<file path="config.mk">
export PLATFORM = sky130hd
export DESIGN_NAME = anr_regs
export DESIGN_NICKNAME = d
export VERILOG_FILES = /design/src/anr_pkg.sv /design/src/anr_regs.sv
export VERILOG_INCLUDE_DIRS = /design/src
export SDC_FILE = /design/constraint.sdc
export NUM_CORES = 1
export LEC_CHECK = 0
export BUFFER_PORTS_ARGS = -buffer_cell sky130_fd_sc_hd__clkbuf_2
export CORE_ASPECT_RATIO = 0.9
export CORE_MARGIN = 3
export CORE_UTILIZATION = 49
export DETAILED_ROUTE_END_ITERATION = 10
export GPL_TIMING_DRIVEN = 0
export PLACE_DENSITY = 0.9
export SLEW_MARGIN = 20
export SYNTH_ARGS = -nofsm -noshare
export SYNTH_HDL_FRONTEND = slang
export SYNTH_SLANG_ARGS = --single-unit
</file>
<file path="constraint.sdc">
create_clock -name core_clk -period 4.6 [get_ports core_clk]
set_clock_uncertainty 0.2 [all_clocks]
set_input_delay 0.46 -clock core_clk [delete_from_list [all_inputs] [get_ports core_clk]]
set_output_delay 0.46 -clock core_clk [all_outputs]
set_load 0.02 [all_outputs]
</file>
<file path="src/anr_cfg.svh">
/*
 Register offsets, field positions, reset and fixed values of the
 auto-negotiation ability register bank.
 Assumes inclusion by the package and the register module only.
*/
`ifndef ANR_CFG_SVH
`define ANR_CFG_SVH

// ****************************************
// Register byte offsets
// ****************************************
`define ANR_OFS_ADV       8'hC4
`define ANR_OFS_PARTNER   8'hC8
`define ANR_OFS_EXPANSION 8'hCC
`define ANR_OFS_MODE      8'hD0
`define ANR_OFS_NEG_CTRL  8'hE0
`define ANR_OFS_INT_STAT  8'hE4
`define ANR_OFS_INT_MASK  8'hE8

// ****************************************
// Field positions
// ****************************************
`define ANR_NEXT_PAGE_BIT 15
`define ANR_ACK_BIT       14
`define ANR_FAULT_BIT     13
`define ANR_PAUSE_BIT     10
`define ANR_FOUR_PAIR_BIT 9
`define ANR_FAST_FULL_BIT 8
`define ANR_FAST_HALF_BIT 7
`define ANR_SLOW_FULL_BIT 6
`define ANR_SLOW_HALF_BIT 5
`define ANR_PDF_BIT       4
`define ANR_PNP_BIT       3
`define ANR_OWN_NP_BIT    2
`define ANR_PR_BIT        1
`define ANR_PCAP_BIT      0
`define ANR_LONG_BIT      11
`define ANR_INT_PDF_BIT   0
`define ANR_INT_PR_BIT    1
`define ANR_INT_ACK_BIT   2

// ****************************************
// Reset and fixed values
// ****************************************
`define ANR_SELECTOR      5'h01
`define ANR_PARTNER_MASK  16'hE7FF
`define ANR_ADV_RST_ABIL  4'h7
`define ANR_NEG_EN_RST    1'b1
`define ANR_INT_W         3

`endif

</file>
<file path="src/anr_pkg.sv">
/*
 Types shared by the auto-negotiation ability register bank.
 Assumes the configuration header is on the include path.
*/
`include "anr_cfg.svh"

package anr_pkg;

   typedef logic [15:0]           anr_word_t;
   typedef logic [`ANR_INT_W-1:0] anr_int_t;

endpackage : anr_pkg

</file>
<file path="src/anr_regs.sv">
/*
 Auto-negotiation ability register bank: local advertisement, partner ability,
 expansion flags with clear-on-read latches, mode control, and an interrupt pair.
 Assumes the negotiation engine runs on core_clk and delivers each received
 link code word as a one-cycle strobe, so no synchroniser is needed on it.
*/
// Notes on behaviour
// - Own next-page ability bit of the advertisement reads zero and ignores writes.
// - Writable remote-fault advertise bit, reset zero, sent in the link code word.
// - Writable pause advertise bit announces symmetric pause in the code word.
// - The four-pair advertise bit is a constant zero.
// - Four writable speed and duplex advertise bits; lower three reset to one.
// - Advertisement selector field is read-only 00001.
// - Partner pause and speed abilities are read-only, reset zero, from its code word.
// - Partner acknowledge bit reads one once the partner code word acknowledges ours.
// - Partner remote-fault bit mirrors the received code word.
// - Partner selector field is read-only, reset zero.
// - Parallel-detection fault bit latches high and clears on read.
// - Page-received bit latches high on a new page and clears on read.
// - Expansion shows the partner next-page capability read-only.
// - Expansion own next-page bit always reads zero.
// - Expansion bit shows whether the partner can negotiate.
// - Writable long-reach bit, reset zero, selects reduced receive squelch.
// - Latching bits hold one from the event until read, then clear.
// - Advertisement only takes effect while negotiation is enabled.
`timescale 1ns/1ps
`include "anr_cfg.svh"

module anr_regs #(
   parameter int ADDR_W = 8
) (
   input  wire logic                 core_clk,
   input  wire logic                 rst,
   input  wire logic [ADDR_W-1:0]    avs_address,
   input  wire logic                 avs_read,
   input  wire logic                 avs_write,
   input  wire logic [31:0]          avs_writedata,
   input  wire logic [3:0]           avs_byteenable,
   output logic      [31:0]          avs_readdata,
   output logic                      avs_waitrequest,
   input  wire logic                 partner_word_valid,
   input  wire anr_pkg::anr_word_t   partner_word,
   input  wire logic                 parallel_detect_fault,
   input  wire logic                 partner_negotiation_capable,
   output anr_pkg::anr_word_t        adv_code_word,
   output logic                      negotiation_enable,
   output logic                      long_reach_squelch,
   output logic                      irq
);
   import anr_pkg::*;

   if (ADDR_W < 8) begin : g_addr_w_check
      $error("ADDR_W must be at least 8");
   end

   // ****************************************
   // Bus slave
   // ****************************************
   // Every access waits one cycle so that read data can come from a flop.
   logic        ack_reg;
   logic [31:0] rdata_reg;

   wire req      = avs_read | avs_write;
   wire rd_fire  = avs_read & ack_reg;
   wire wr_fire  = avs_write & ack_reg;
   wire lo_en    = avs_byteenable[0];
   wire hi_en    = avs_byteenable[1];
   wire in_page  = (ADDR_W == 8) || ((avs_address >> 8) == '0);
   wire [7:0] ofs = avs_address[7:0];

   wire sel_adv  = in_page && ofs == `ANR_OFS_ADV;
   wire sel_part = in_page && ofs == `ANR_OFS_PARTNER;
   wire sel_exp  = in_page && ofs == `ANR_OFS_EXPANSION;
   wire sel_mode = in_page && ofs == `ANR_OFS_MODE;
   wire sel_ctl  = in_page && ofs == `ANR_OFS_NEG_CTRL;
   wire sel_ist  = in_page && ofs == `ANR_OFS_INT_STAT;
   wire sel_msk  = in_page && ofs == `ANR_OFS_INT_MASK;

   wire wr_adv   = wr_fire & sel_adv;
   wire wr_mode  = wr_fire & sel_mode;
   wire wr_ctl   = wr_fire & sel_ctl;
   wire wr_msk   = wr_fire & sel_msk;
   wire rd_exp   = rd_fire & sel_exp;
   wire rd_ist   = rd_fire & sel_ist;

   assign avs_waitrequest = req & ~ack_reg;
   assign avs_readdata    = rdata_reg;

   always_ff @(posedge core_clk) begin
      if (rst) begin
         ack_reg <= 1'b0;
      end else begin
         ack_reg <= req & ~ack_reg;
      end
   end

   // ****************************************
   // Advertisement
   // ****************************************
   logic fault_adv_reg;
   logic neg_en_reg;
   logic pause_adv_reg;
   logic [3:0] abil_reg;
   anr_word_t adv_word;
   anr_word_t adv_out_reg;

   assign adv_word = {1'b0,
                      1'b0,
                      fault_adv_reg,
                      2'b00,
                      pause_adv_reg,
                      1'b0,
                      abil_reg,
                      `ANR_SELECTOR};

   // Only the documented writable bits are taken from a write.
   always_ff @(posedge core_clk) begin
      if (rst) begin
         fault_adv_reg <= 1'b0;
         pause_adv_reg <= 1'b1;
         abil_reg      <= `ANR_ADV_RST_ABIL;
      end else begin
         if (wr_adv && hi_en) begin
            fault_adv_reg <= avs_writedata[`ANR_FAULT_BIT];
            pause_adv_reg <= avs_writedata[`ANR_PAUSE_BIT];
            abil_reg[3]   <= avs_writedata[`ANR_FAST_FULL_BIT];
         end
         if (wr_adv && lo_en) begin
            abil_reg[2:0] <= avs_writedata[7:5];
         end
      end
   end

   // The engine sees nothing from the cycle after negotiation is switched off, so a stale
   // advertisement can never leak onto the cable.
   always_ff @(posedge core_clk) begin
      if (rst) begin
         adv_out_reg <= 16'h0000;
      end else begin
         adv_out_reg <= neg_en_reg ? adv_word : 16'h0000;
      end
   end

   assign adv_code_word = adv_out_reg;

   // ****************************************
   // Mode and negotiation control
   // ****************************************
   logic long_reg;

   always_ff @(posedge core_clk) begin
      if (rst) begin
         long_reg   <= 1'b0;
         neg_en_reg <= `ANR_NEG_EN_RST;
      end else begin
         if (wr_mode && hi_en) begin
            long_reg <= avs_writedata[`ANR_LONG_BIT];
         end
         if (wr_ctl && lo_en) begin
            neg_en_reg <= avs_writedata[0];
         end
      end
   end

   assign long_reach_squelch = long_reg;
   assign negotiation_enable = neg_en_reg;

   // ****************************************
   // Partner ability
   // ****************************************
   anr_word_t part_reg;
   wire       new_ack = partner_word_valid & partner_word[`ANR_ACK_BIT]
                        & ~part_reg[`ANR_ACK_BIT];

   // Reserved partner bits are masked so they always read zero.
   always_ff @(posedge core_clk) begin
      if (rst) begin
         part_reg <= 16'h0000;
      end else if (partner_word_valid) begin
         part_reg <= partner_word & `ANR_PARTNER_MASK;
      end
   end

   // ****************************************
   // Expansion latches
   // ****************************************
   logic pdf_reg;
   logic pr_reg;

   // A read clears only what it returned, and a new event wins over the
   // clear, so an event landing in the read's acknowledge cycle is never lost.
   always_ff @(posedge core_clk) begin
      if (rst) begin
         pdf_reg <= 1'b0;
         pr_reg  <= 1'b0;
      end else begin
         pdf_reg <= parallel_detect_fault
                    | (pdf_reg & ~(rd_exp & rdata_reg[`ANR_PDF_BIT]));
         pr_reg  <= partner_word_valid
                    | (pr_reg & ~(rd_exp & rdata_reg[`ANR_PR_BIT]));
      end
   end

   anr_word_t exp_word;

   assign exp_word = {11'h000,
                      pdf_reg,
                      part_reg[`ANR_NEXT_PAGE_BIT],
                      1'b0,
                      pr_reg,
                      partner_negotiation_capable};

   // ****************************************
   // Interrupts
   // ****************************************
   anr_int_t ist_reg;
   anr_int_t msk_reg;
   anr_int_t ev;

   assign ev[`ANR_INT_PDF_BIT] = parallel_detect_fault;
   assign ev[`ANR_INT_PR_BIT]  = partner_word_valid;
   assign ev[`ANR_INT_ACK_BIT] = new_ack;

   always_ff @(posedge core_clk) begin
      if (rst) begin
         ist_reg <= '0;
         msk_reg <= '0;
      end else begin
         ist_reg <= ev | (ist_reg & ~(rd_ist ? rdata_reg[`ANR_INT_W-1:0] : '0));
         if (wr_msk && lo_en) begin
            msk_reg <= avs_writedata[`ANR_INT_W-1:0];
         end
      end
   end

   assign irq = |(ist_reg & msk_reg);

   // ****************************************
   // Read data
   // ****************************************
   anr_word_t rd_mux;

   assign rd_mux = sel_adv  ? adv_word :
                   sel_part ? part_reg :
                   sel_exp  ? exp_word :
                   sel_mode ? (16'h0000 | (16'(long_reg) << `ANR_LONG_BIT)) :
                   sel_ctl  ? 16'(neg_en_reg) :
                   sel_ist  ? 16'(ist_reg) :
                   sel_msk  ? 16'(msk_reg) :
                   16'h0000;

   // Captured in the wait cycle; the clear above uses this same snapshot.
   always_ff @(posedge core_clk) begin
      if (rst) begin
         rdata_reg <= 32'h0000_0000;
      end else if (avs_read && !ack_reg) begin
         rdata_reg <= {16'h0000, rd_mux};
      end
   end
endmodule : anr_regs

</file>
Word-level counts from Yosys, hierarchy flattened. Index checks and enable logic that the tools add are counted.

Bits of input ports: 67. Output and inout bits: 52. Logic and storage cells: 67. Bits in registers: 63.

Bitwise operators: 27. Reductions and logical operators: 9. Mux-type cells: 9. Eq/ne operators: 7.

Operators by type and width (count): == test 8 bit (second input constant) (7); two-way mux 16 bit (2); two-way mux 12 bit (2); bitwise AND 1 bit (15); two-way mux 3 bit (4); bitwise AND 3 bit (2); logical AND 1 bit (6); inverter 1 bit (5); inverter 3 bit (1); OR 1 bit (3); OR 3 bit (1); OR reduction 3 bit (1); OR reduction 2 bit (1); zero test 1 bit (1); two-way mux 1 bit (1).

Logic depth before layout (Yosys ltp). Gate-level depths: netlist of the first run.

Depth in word-level cells: 8. Depth in mapped cells: 6. Depth with buffers taken out: 4.

Worst setup path after synthesis of the first run. Ideal clock, no wire load.

Path kind: in2reg. Start: in avs_address[1]. End: reg ist_reg[2]. Arrival: 1.543 ns. Required time: 4.284 ns. Setup time: 0.116 ns. Stages: 4. Path buffers: 0. Path slack: 2.741 ns. Path through: or4b_4 -> nor3_2 -> nand2_1 -> a31o_1.

Cells in the longest elaborated chain, start to end: 6.

RTL lines: start: declaration (RTL line anr_regs.sv:34) `input wire logic [ADDR_W-1:0] avs_address,`; == test 8 bit (no source line); bitwise AND 1 bit (RTL line anr_regs.sv:84) `wire rd_ist = rd_fire & sel_ist;`; two-way mux 3 bit (RTL line anr_regs.sv:229) `` ist_reg <= ev | (ist_reg & ~(rd_ist ? rdata_reg[`ANR_INT_W-1:0] : '0)); ``; inverter 3 bit (RTL line anr_regs.sv:229); bitwise AND 3 bit (RTL line anr_regs.sv:229); OR 3 bit (RTL line anr_regs.sv:229); end signal: assignment (RTL line anr_regs.sv:229); end: declaration (RTL line anr_regs.sv:216) `anr_int_t ist_reg;`.

No other way between the ends. A chain may end at the register's enable or synchronous reset.

Final worst setup path of the first run.
Start: in avs_address[1]. End: reg abil_reg[1].

Cells in the longest elaborated chain, start to end: 3.

RTL lines: == test 8 bit (no source line); bitwise AND 1 bit (RTL line anr_regs.sv:79) `wire wr_adv = wr_fire & sel_adv;`; logical AND 1 bit (RTL line anr_regs.sv:128) `if (wr_adv && lo_en) begin`; end signal: assignment (RTL line anr_regs.sv:121) `` abil_reg <= `ANR_ADV_RST_ABIL; ``; end signal: assignment (RTL line anr_regs.sv:129) `abil_reg[2:0] <= avs_writedata[7:5];`; end: declaration (RTL line anr_regs.sv:103) `logic [3:0] abil_reg;`.

No other way between the ends.

==> results of run 1 <==
-- cell type report --
class / instances / share of cell area
Buffer: 39 / 0.08187
Clock buffer: 6 / 0.02374
Clock inverter: 2 / 0.01269
Inverter: 4 / 0.004912
Multi-Input combinational cell: 185 / 0.3979
Sequential cell: 53 / 0.3471
Tap cell: 62 / 0.02538
Timing Repair Buffer: 65 / 0.1064
-- cells by family (layout without fill, tap and decap cells) --
| logic type | after synthesis | count (layout) | share of synthesized area |
|---|---|---|---|
| AOI/OAI and AO/OA | 43 | 43 | 0.1354 |
| buffers and inverters | 43 | 116 | 0.1083 |
| DFF | 53 | 53 | 0.4333 |
| muxes | 24 | 24 | 0.09811 |
| other | 1 | 26 | 0.001531 |
| and+or+nand+nor | 92 | 92 | 0.2233 |
-- tightest hold or removal path, stage by stage --
cell and delay [ps]:
clkbuf_2 80, mux2i_1 60, nand2_1 60
-- metal layers --
| layer | GRT usage | routed length (microns) |
|---|---|---|
| met2 | 0.3254 | 2669 |
| met3 | 0.04568 | 539 |
| met5 | 0 | 0 |
| met1 | 0.2604 | 2470 |
| met4 | 0.04690 | 53 |
-- power by group through the flow --
| stage | combinational, mW | sequential (mW) | clock (mW) |
|---|---|---|---|
| floorplan | 0.0848 | 0.495 | 0 |
| global placement | 0.126 | 0.492 | 0 |
| detailed placement | 0.128 | 0.492 | 0 |
| CTS | 0.128 | 0.482 | 0.320 |
| global route | 0.142 | 0.483 | 0.337 |
| finish | 0.129 | 0.482 | 0.317 |
-- Yosys cell counts, types with 4 or more instances --
master,count,share of area
dfxtp_1,53,0.43
and2_1,6,0.015
nor2b_1,4,0.010
mux2i_1,24,0.098
clkbuf_1,6,0.0092
a22oi_1,12,0.037
a2bb2oi_1,6,0.021
nor2_1,35,0.054
nand2_1,11,0.017
nor3_1,5,0.010
buf_4,26,0.080
nand2b_1,5,0.013
buf_2,5,0.010
and3_1,4,0.010
-- worst min-delay path by stage --
| stage | slack (ps) | to | cells after the start | from |
|---|---|---|---|---|
| 3_3_place_gp | 240 | avs_readdata[11] | 2 | avs_readdata[11] |
| 2_1_floorplan | 230 | avs_readdata[4] | 1 | pdf_reg |
| 6_report | 170 | abil_reg[0] | 3 | avs_writedata[5] |
| 3_5_place_dp | 250 | avs_readdata[4] | 1 | pdf_reg |
| 5_1_grt | 180 | abil_reg[0] | 3 | avs_writedata[5] |
| 4_1_cts | 170 | abil_reg[0] | 3 | avs_writedata[5] |
-- stage by stage --
stage                     instances  power [mW]  utilization
after floorplan                 281      0.5793            -
after global placement          408      0.6174       0.6357
after detailed placement        408      0.6198       0.6357
after CTS                       416      0.9299       0.6597
after global routing            416      0.9621       0.6597
final                           416      0.9280       0.6597
==> key figures, run 1 <==
Worst setup path
  • CP Capture Type: flop
  • R2R depth: 6
  • CP bufs+invs: 1
  • Reg-to-reg setup timing slack: between 2000 and 3000 ps
  • Setup crit end: abil_reg[1]
  • Delay of the slowest critical-path stage: 620 ps
  • CP max FO: 7
  • Family with the most delay on the worst path: simple AND/OR/NAND/NOR gates
  • WP data arrival: around 1900 ps
  • Critical Path RT: 4590 ps
  • Critical Path Start: avs_address[1]
  • Startpoint type of the worst setup path: input pin
  • R2r endpoint: avs_readdata[15]
  • CP cell instances: clkbuf_2 -> or4b_4 -> nor3_4 -> mux2i_1 -> nand2_1
  • Critical-path cell with the highest stage delay: or4b_4
  • Worst r2r src: ack_reg
  • CP Class: input pin to flop
  • Stages on worst setup path: 5

Place
  • GPL Wtd Cong: 0.8345
  • HPWL after detailed placement: about 4600 microns
  • Cell Area, Placed: 0.002945 sq mm
  • # port buffers: 65
  • DP Worst Slack: between 2000 and 2500 ps

Route
  • Post-route ant nets: 0
  • Drt pass-1 iters: 4
  • Drt wl/cell: 13.78 microns
  • Post-Route WL: ~5700 microns
  • DR DRC count: 0
  • Via-to-Cell Ratio: ~5
  • Vias post-DR: 2070
  • Initial DRC count: 101

Power
  • Share of total power in the clock network: 0.342
  • Psw: about 0.24 mW
  • Power density over the cells: 303.6 mW/mm^2
  • Gate power share: 0.139
  • Leakage power: 1.421 nW
  • Switching share of power: 0.2555
  • Max VDD drop: 0.0002341 V
  • Sequential power share: 0.519
  • Internal: 0.6909 mW

Layout
  • Fillers: 377
  • Layout cells sized above 1: 0.3164
  • Post-layout instance area: ~0.0031 sq mm
  • Seq. cell area: about 0.0011 sq mm
  • Final nets: 420
  • ANT cells: 0
  • Largest register FFs: 15
  • Most frequent cells in the layout: clkbuf_2, dfxtp_1, nor2_1
  • Most common cell after layout, fill and taps aside: clkbuf_2
  • Multi-input logic area: approximately 0.0012 sq mm
  • Area Overhead vs Synth: 24.83%

Global routing
  • Initial antenna violation count: 0
  • First-pass GRT wire length: roughly 9000 microns
  • Vias in the first global route: 1933
  • GR Overflow Total: 0
  • Pin count of the biggest net entering global routing: 17
  • GRT Util Overall: 0.1964

CTS
  • CTS tree: built
  • Reg clk slew, reported paths: 90 ps
  • CTS sink cnt: 53
  • TritonCTS Buffers: 5
  • Clk Latency, worst-skew pair: 310 ps
  • Max Root-Sink Buffers: 2
  • Post-CTS Hold Buffers: 0
  • H-tree Lvls: 2
  • Number of gates resized after cts: 0
  • CTS Root Cell: clkbuf_8
  • Post-CTS setup buffers: 0

Die
  • Initial Utilization: 0.5285
  • Die ar.: 0.005883 sq mm
  • FP Rows: 23
  • Chip Height: around 73 microns
  • Core ar.: 0.004633 sq mm
  • IO Count: between 100 and 150
  • Horiz. Die Dim: 80.52 microns

Timing
  • RSZ-0062 raised after global routing: no
  • Final period utilization: 0.4132
  • Final hold vios: 0
  • Least-Margin Pin Slew: 651.9 ps
  • Hold slack: about 170 ps
  • Final Max Slew Viols: 0
  • Final setup viols: 0
  • Max-Slew Margin vs Limit: 0.5643
  • Total negative slack: 0 ps
  • Min Tclk post-route: 1901 ps
  • Max Clk Rate: 526.1 MHz
  • Final WS setup: 2699 ps

Run
  • Max-cap check violation count: 0

Synthesis
  • Post-synthesis cell type count: 50
  • Post-synthesis cell count: 256
  • Top_reg_cell synth: dfxtp_1
  • Number of register bits inferred by synthesis: 53
  • Ys async rst share: 0
  • Syn avg cell area: 9.565 sq um
  • Synth warn: 0
  • EDFF count, synth: 0
  • Seq/Total Area, Yosys: 0.4333
  • Mapped Area: 0.002449 sq mm

Status
  • Status: completed

Worst hold path
  • Min-Delay Path Class: input pin to flop
Note: power is estimated with default switching activity, not from simulation.
==> run 2, diff against run 1 <==
--- a/config.mk
+++ b/config.mk
@@ -6,13 +6,14 @@
 export SDC_FILE = /design/constraint.sdc
 export NUM_CORES = 1
 export LEC_CHECK = 0
+export ABC_AREA = 1
 export BUFFER_PORTS_ARGS = -buffer_cell sky130_fd_sc_hd__clkbuf_2
 export CORE_ASPECT_RATIO = 0.9
 export CORE_MARGIN = 3
-export CORE_UTILIZATION = 49
+export CORE_UTILIZATION = 41
 export DETAILED_ROUTE_END_ITERATION = 10
 export GPL_TIMING_DRIVEN = 0
-export PLACE_DENSITY = 0.9
+export PLACE_DENSITY = 0.81
 export SLEW_MARGIN = 20
 export SYNTH_ARGS = -nofsm -noshare
 export SYNTH_HDL_FRONTEND = slang
==> constraint.sdc (replaced) <==
create_clock -name core_clk -period 1.7 [get_ports core_clk]
set_clock_uncertainty 0.2 [all_clocks]
set_input_delay 0.17 -clock core_clk [delete_from_list [all_inputs] [get_ports core_clk]]
set_output_delay 0.17 -clock core_clk [all_outputs]
set_load 0.02 [all_outputs]
==> run 2 against run 1 <==
Effect of this change: clock power rose by 120%; global-route usage decreased by 1.6 points; largest cell class unchanged; non-clock buffer count increased by 23; critical endpoint is now ack_reg; wire length is 8.0% higher; register-to-register slack worse by 2500 ps; highest routed layer unchanged.
==> key figures, run 2 <==
Synthesis
  • Syn avg cell area: 7.346 sq um (was 9.565 sq um)
  • Top-count cell post-synth: dfxtp_1 (unchanged)
  • Share of the synthesized area in the top cell type: 0.4324 (was 0.4333)
  • Post-synthesis cell type count: 28 (was 50)
  • Post-synth top cells: dfxtp_1, nand2_1, nor2_1 (was dfxtp_1, nor2_1, buf_4)
  • Top post-synthesis cells by area: dfxtp_1, buf_4, nand2_1 (was dfxtp_1, mux2i_1, buf_4)
  • Post-synthesis cell count: 334 (was 256)
  • Synth warn: 0 (unchanged)
  • Area leader, netlist: dfxtp_1 (unchanged)
  • Mapped Area: 0.002454 sq mm (was 0.002449 sq mm)
  • Top_reg_cell synth: dfxtp_1 (unchanged)
  • Ys async rst share: 0 (unchanged)
  • Seq/Total Area, Yosys: 0.4324 (was 0.4333)
  • EDFF count, synth: 0 (unchanged)
  • Number of register bits inferred by synthesis: 53 (unchanged)

Power
  • Internal: 1.763 mW (was 0.6909 mW)
  • Total power: 2.441 mW (was 0.9280 mW)
  • Psw: 0.6786 mW (was 0.2371 mW)
  • Leakage power: 1.708 nW (was 1.421 nW)
  • Gate power share: 0.174 (was 0.139)
  • Max VDD drop: 0.0004866 V (was 0.0002341 V)
  • Share of total power in the clock network: 0.287 (was 0.342)
  • Power density over the cells: 735.5 mW/mm^2 (was 303.6 mW/mm^2)
  • Sequential power share: 0.540 (was 0.519)
  • Switching share of power: 0.2780 (was 0.2555)

Timing
  • RSZ-0062 raised after global routing: no (unchanged)
  • Final hold vios: 0 (unchanged)
  • Least-Margin Pin Slew: 506.0 ps (was 651.9 ps)
  • Final period utilization: 0.9276
  • Min Tclk post-route: 1577 ps
  • Final setup viols: 0 (unchanged)
  • Final WS setup: 123.0 ps (was 2699 ps)
  • Max-Slew Margin vs Limit: 0.6627 (was 0.5643)
  • Total negative slack: 0 ps (unchanged)
  • Max Clk Rate: 634.1 MHz
  • Final Max Slew Viols: 0 (unchanged)

Worst setup path
  • CP Class: input pin to flop (unchanged)
  • Worst r2r src: ack_reg (unchanged)
  • CP Capture Type: flop (unchanged)
  • WP data arrival: 1560 ps (was 1890 ps)
  • R2r endpoint: avs_readdata[13] (was avs_readdata[15])
  • Critical Path Start: avs_write (was avs_address[1])
  • R2R depth: 5 (was 6)
  • CP max FO: 2 (was 7)
  • Reg-to-reg setup timing slack: 240 ps (was 2730 ps)
  • Critical Path RT: 1690 ps (was 4590 ps)
  • Setup crit end: ack_reg (was abil_reg[1])
  • Startpoint type of the worst setup path: input pin (unchanged)

Die
  • Die ar.: 0.006950 sq mm (was 0.005883 sq mm)
  • Chip Height: 79.39 microns (was 73.07 microns)
  • Initial Utilization: 0.4285 (was 0.5285)
  • FP Rows: 26 (was 23)
  • Core ar.: 0.005725 sq mm (was 0.004633 sq mm)
  • IO Count: 119 (unchanged)
  • Horiz. Die Dim: 87.55 microns (was 80.52 microns)

Layout
  • Most frequent cells in the layout: clkbuf_2, dfxtp_1, nand2_1 (was clkbuf_2, dfxtp_1, nor2_1)
  • ANT cells: 0 (unchanged)
  • Largest register FFs: 15 (unchanged)
  • Most common cell after layout, fill and taps aside: clkbuf_2 (unchanged)
  • Area Overhead vs Synth: 35.29% (was 24.83%)
  • Fillers: 532 (was 377)
  • Final nets: 526 (was 420)
  • Post-Layout Cell Count: 530 (was 416)
  • Layout cells sized above 1: 0.2630 (was 0.3164)

CTS
  • TritonCTS Buffers: 5 (unchanged)
  • Number of gates resized after cts: 0 (unchanged)
  • Post-CTS setup buffers: 0 (unchanged)
  • Post-CTS Hold Buffers: 27 (was 0)
  • Reg clk slew, reported paths: 100 ps (was 90 ps)
  • CTS Root Cell: clkbuf_8 (unchanged)
  • Max Root-Sink Buffers: 2 (unchanged)
  • CTS sink cnt: 53 (unchanged)
  • H-tree Lvls: 2 (unchanged)
  • Clk Latency, worst-skew pair: 300 ps (was 310 ps)
  • CTS tree: built (unchanged)

Route
  • Drt wl/cell: 11.68 microns (was 13.78 microns)
  • Post-route ant nets: 0 (unchanged)
  • DR DRC count: 0 (unchanged)
  • Initial DRC count: 157 (was 101)
  • Via-to-Cell Ratio: 4.558 (was 4.976)
  • Vias post-DR: 2416 (was 2070)
  • Post-Route WL: 6193 microns (was 5732 microns)
  • Drt pass-1 iters: 5 (was 4)

Worst hold path
  • Min-Delay Path Class: input pin to flop (unchanged)

Run
  • Max-cap check violation count: 0 (unchanged)

Global routing
  • GRT Util Overall: 0.1807 (was 0.1964)
  • Initial antenna violation count: 0 (unchanged)
  • Vias in the first global route: 2204 (was 1933)
  • GR Overflow Total: 0 (unchanged)
  • Pin count of the biggest net entering global routing: 16 (was 17)
  • First-pass GRT wire length: 9949 microns (was 9018 microns)

Status
  • Status: completed (unchanged)

Place
  • DP Worst Slack: 245.3 ps (was 2379 ps)
  • # placed instances: 495 (was 408)
  • # port buffers: 66 (was 65)
  • HPWL after detailed placement: 4673 microns (was 4582 microns)
  • GPL Wtd Cong: 0.8206 (was 0.8345)
==> run 2: changes by cell type after synthesis, moves of 7 or more <==
cell     delta
a21oi_1    +24
a22oi_1    -12
inv_1      +37
mux2i_1    -24
nand2_1    +38
nand2_2     +7
nand3_1    +25
nor2_1      +8
o21ai_0    +21
==> run 2: power by group through the flow <==
stage                     sequential [mW]  clock (mW)  combinational, mW
after floorplan                      1.36           0              0.238
after global placement               1.34           0              0.365
after detailed placement             1.35           0              0.371
after CTS                            1.32       0.706              0.421
after global routing                 1.32       0.749              0.470
final                                1.32       0.700              0.424
==> run 2: how the worst min path moves through the flow <==
stage	cells after the start	to	slack [ps]	startpoint
CTS	3	part_reg[14]	4	partner_word_valid
floorplan	2	part_reg[15]	100	partner_word[15]
finish	5	avs_readdata[0]	10	partner_negotiation_capable
global route	5	avs_readdata[0]	30	partner_negotiation_capable
detailed placement	3	part_reg[0]	200	partner_word[0]
global placement	3	part_reg[0]	190	partner_word[0]
==> run 2: cells by family after synthesis <==
group,count (synthesis),share of synthesized area
AOI/OAI and AO/OA,61,0.1305
buffers and inverters,77,0.1617
DFF,53,0.4324
other,1,0.001528
and+or+nand+nor,142,0.2738
==> run 2: layout make-up <==
cell class / count / area [sq um] / area share
clock buffer: 7 / 76.32 / 0.02299
sequential: 53 / 1061 / 0.3196
multi-input combinational: 229 / 1090 / 0.3283
buffer: 34 / 227.7 / 0.06860
clock inverter: 1 / 7.507 / 0.002262
tap: 70 / 87.58 / 0.02639
timing repair buffer: 93 / 600.6 / 0.1809
inverter: 43 / 168.9 / 0.05089
==> run 2: through the flow <==
stage	utilization	hold WS (ps)	instance area, sq um
floorplan	-	104.9	2547
global placement	0.5179	192.5	2965
detailed placement	0.5179	198.0	2965
CTS	0.5798	4.108	3319
global route	0.5798	30.46	3319
finish	0.5798	14.90	3319
==> run 2: layer usage <==
layer	up-vias	wire length, microns	GRT usage
met4	0	91	0.05061
met1	1058	2695	0.2361
met5	-	0	0
li1	1259	-	-
met2	91	2917	0.2997
met3	8	490	0.03818
==> run 2: worst max-delay path: stages <==
cell	delay, ps
dlygate4sd3_1	540
clkbuf_2	120
nor2_1	120
dlygate4sd3_1	570
nor3_1	40
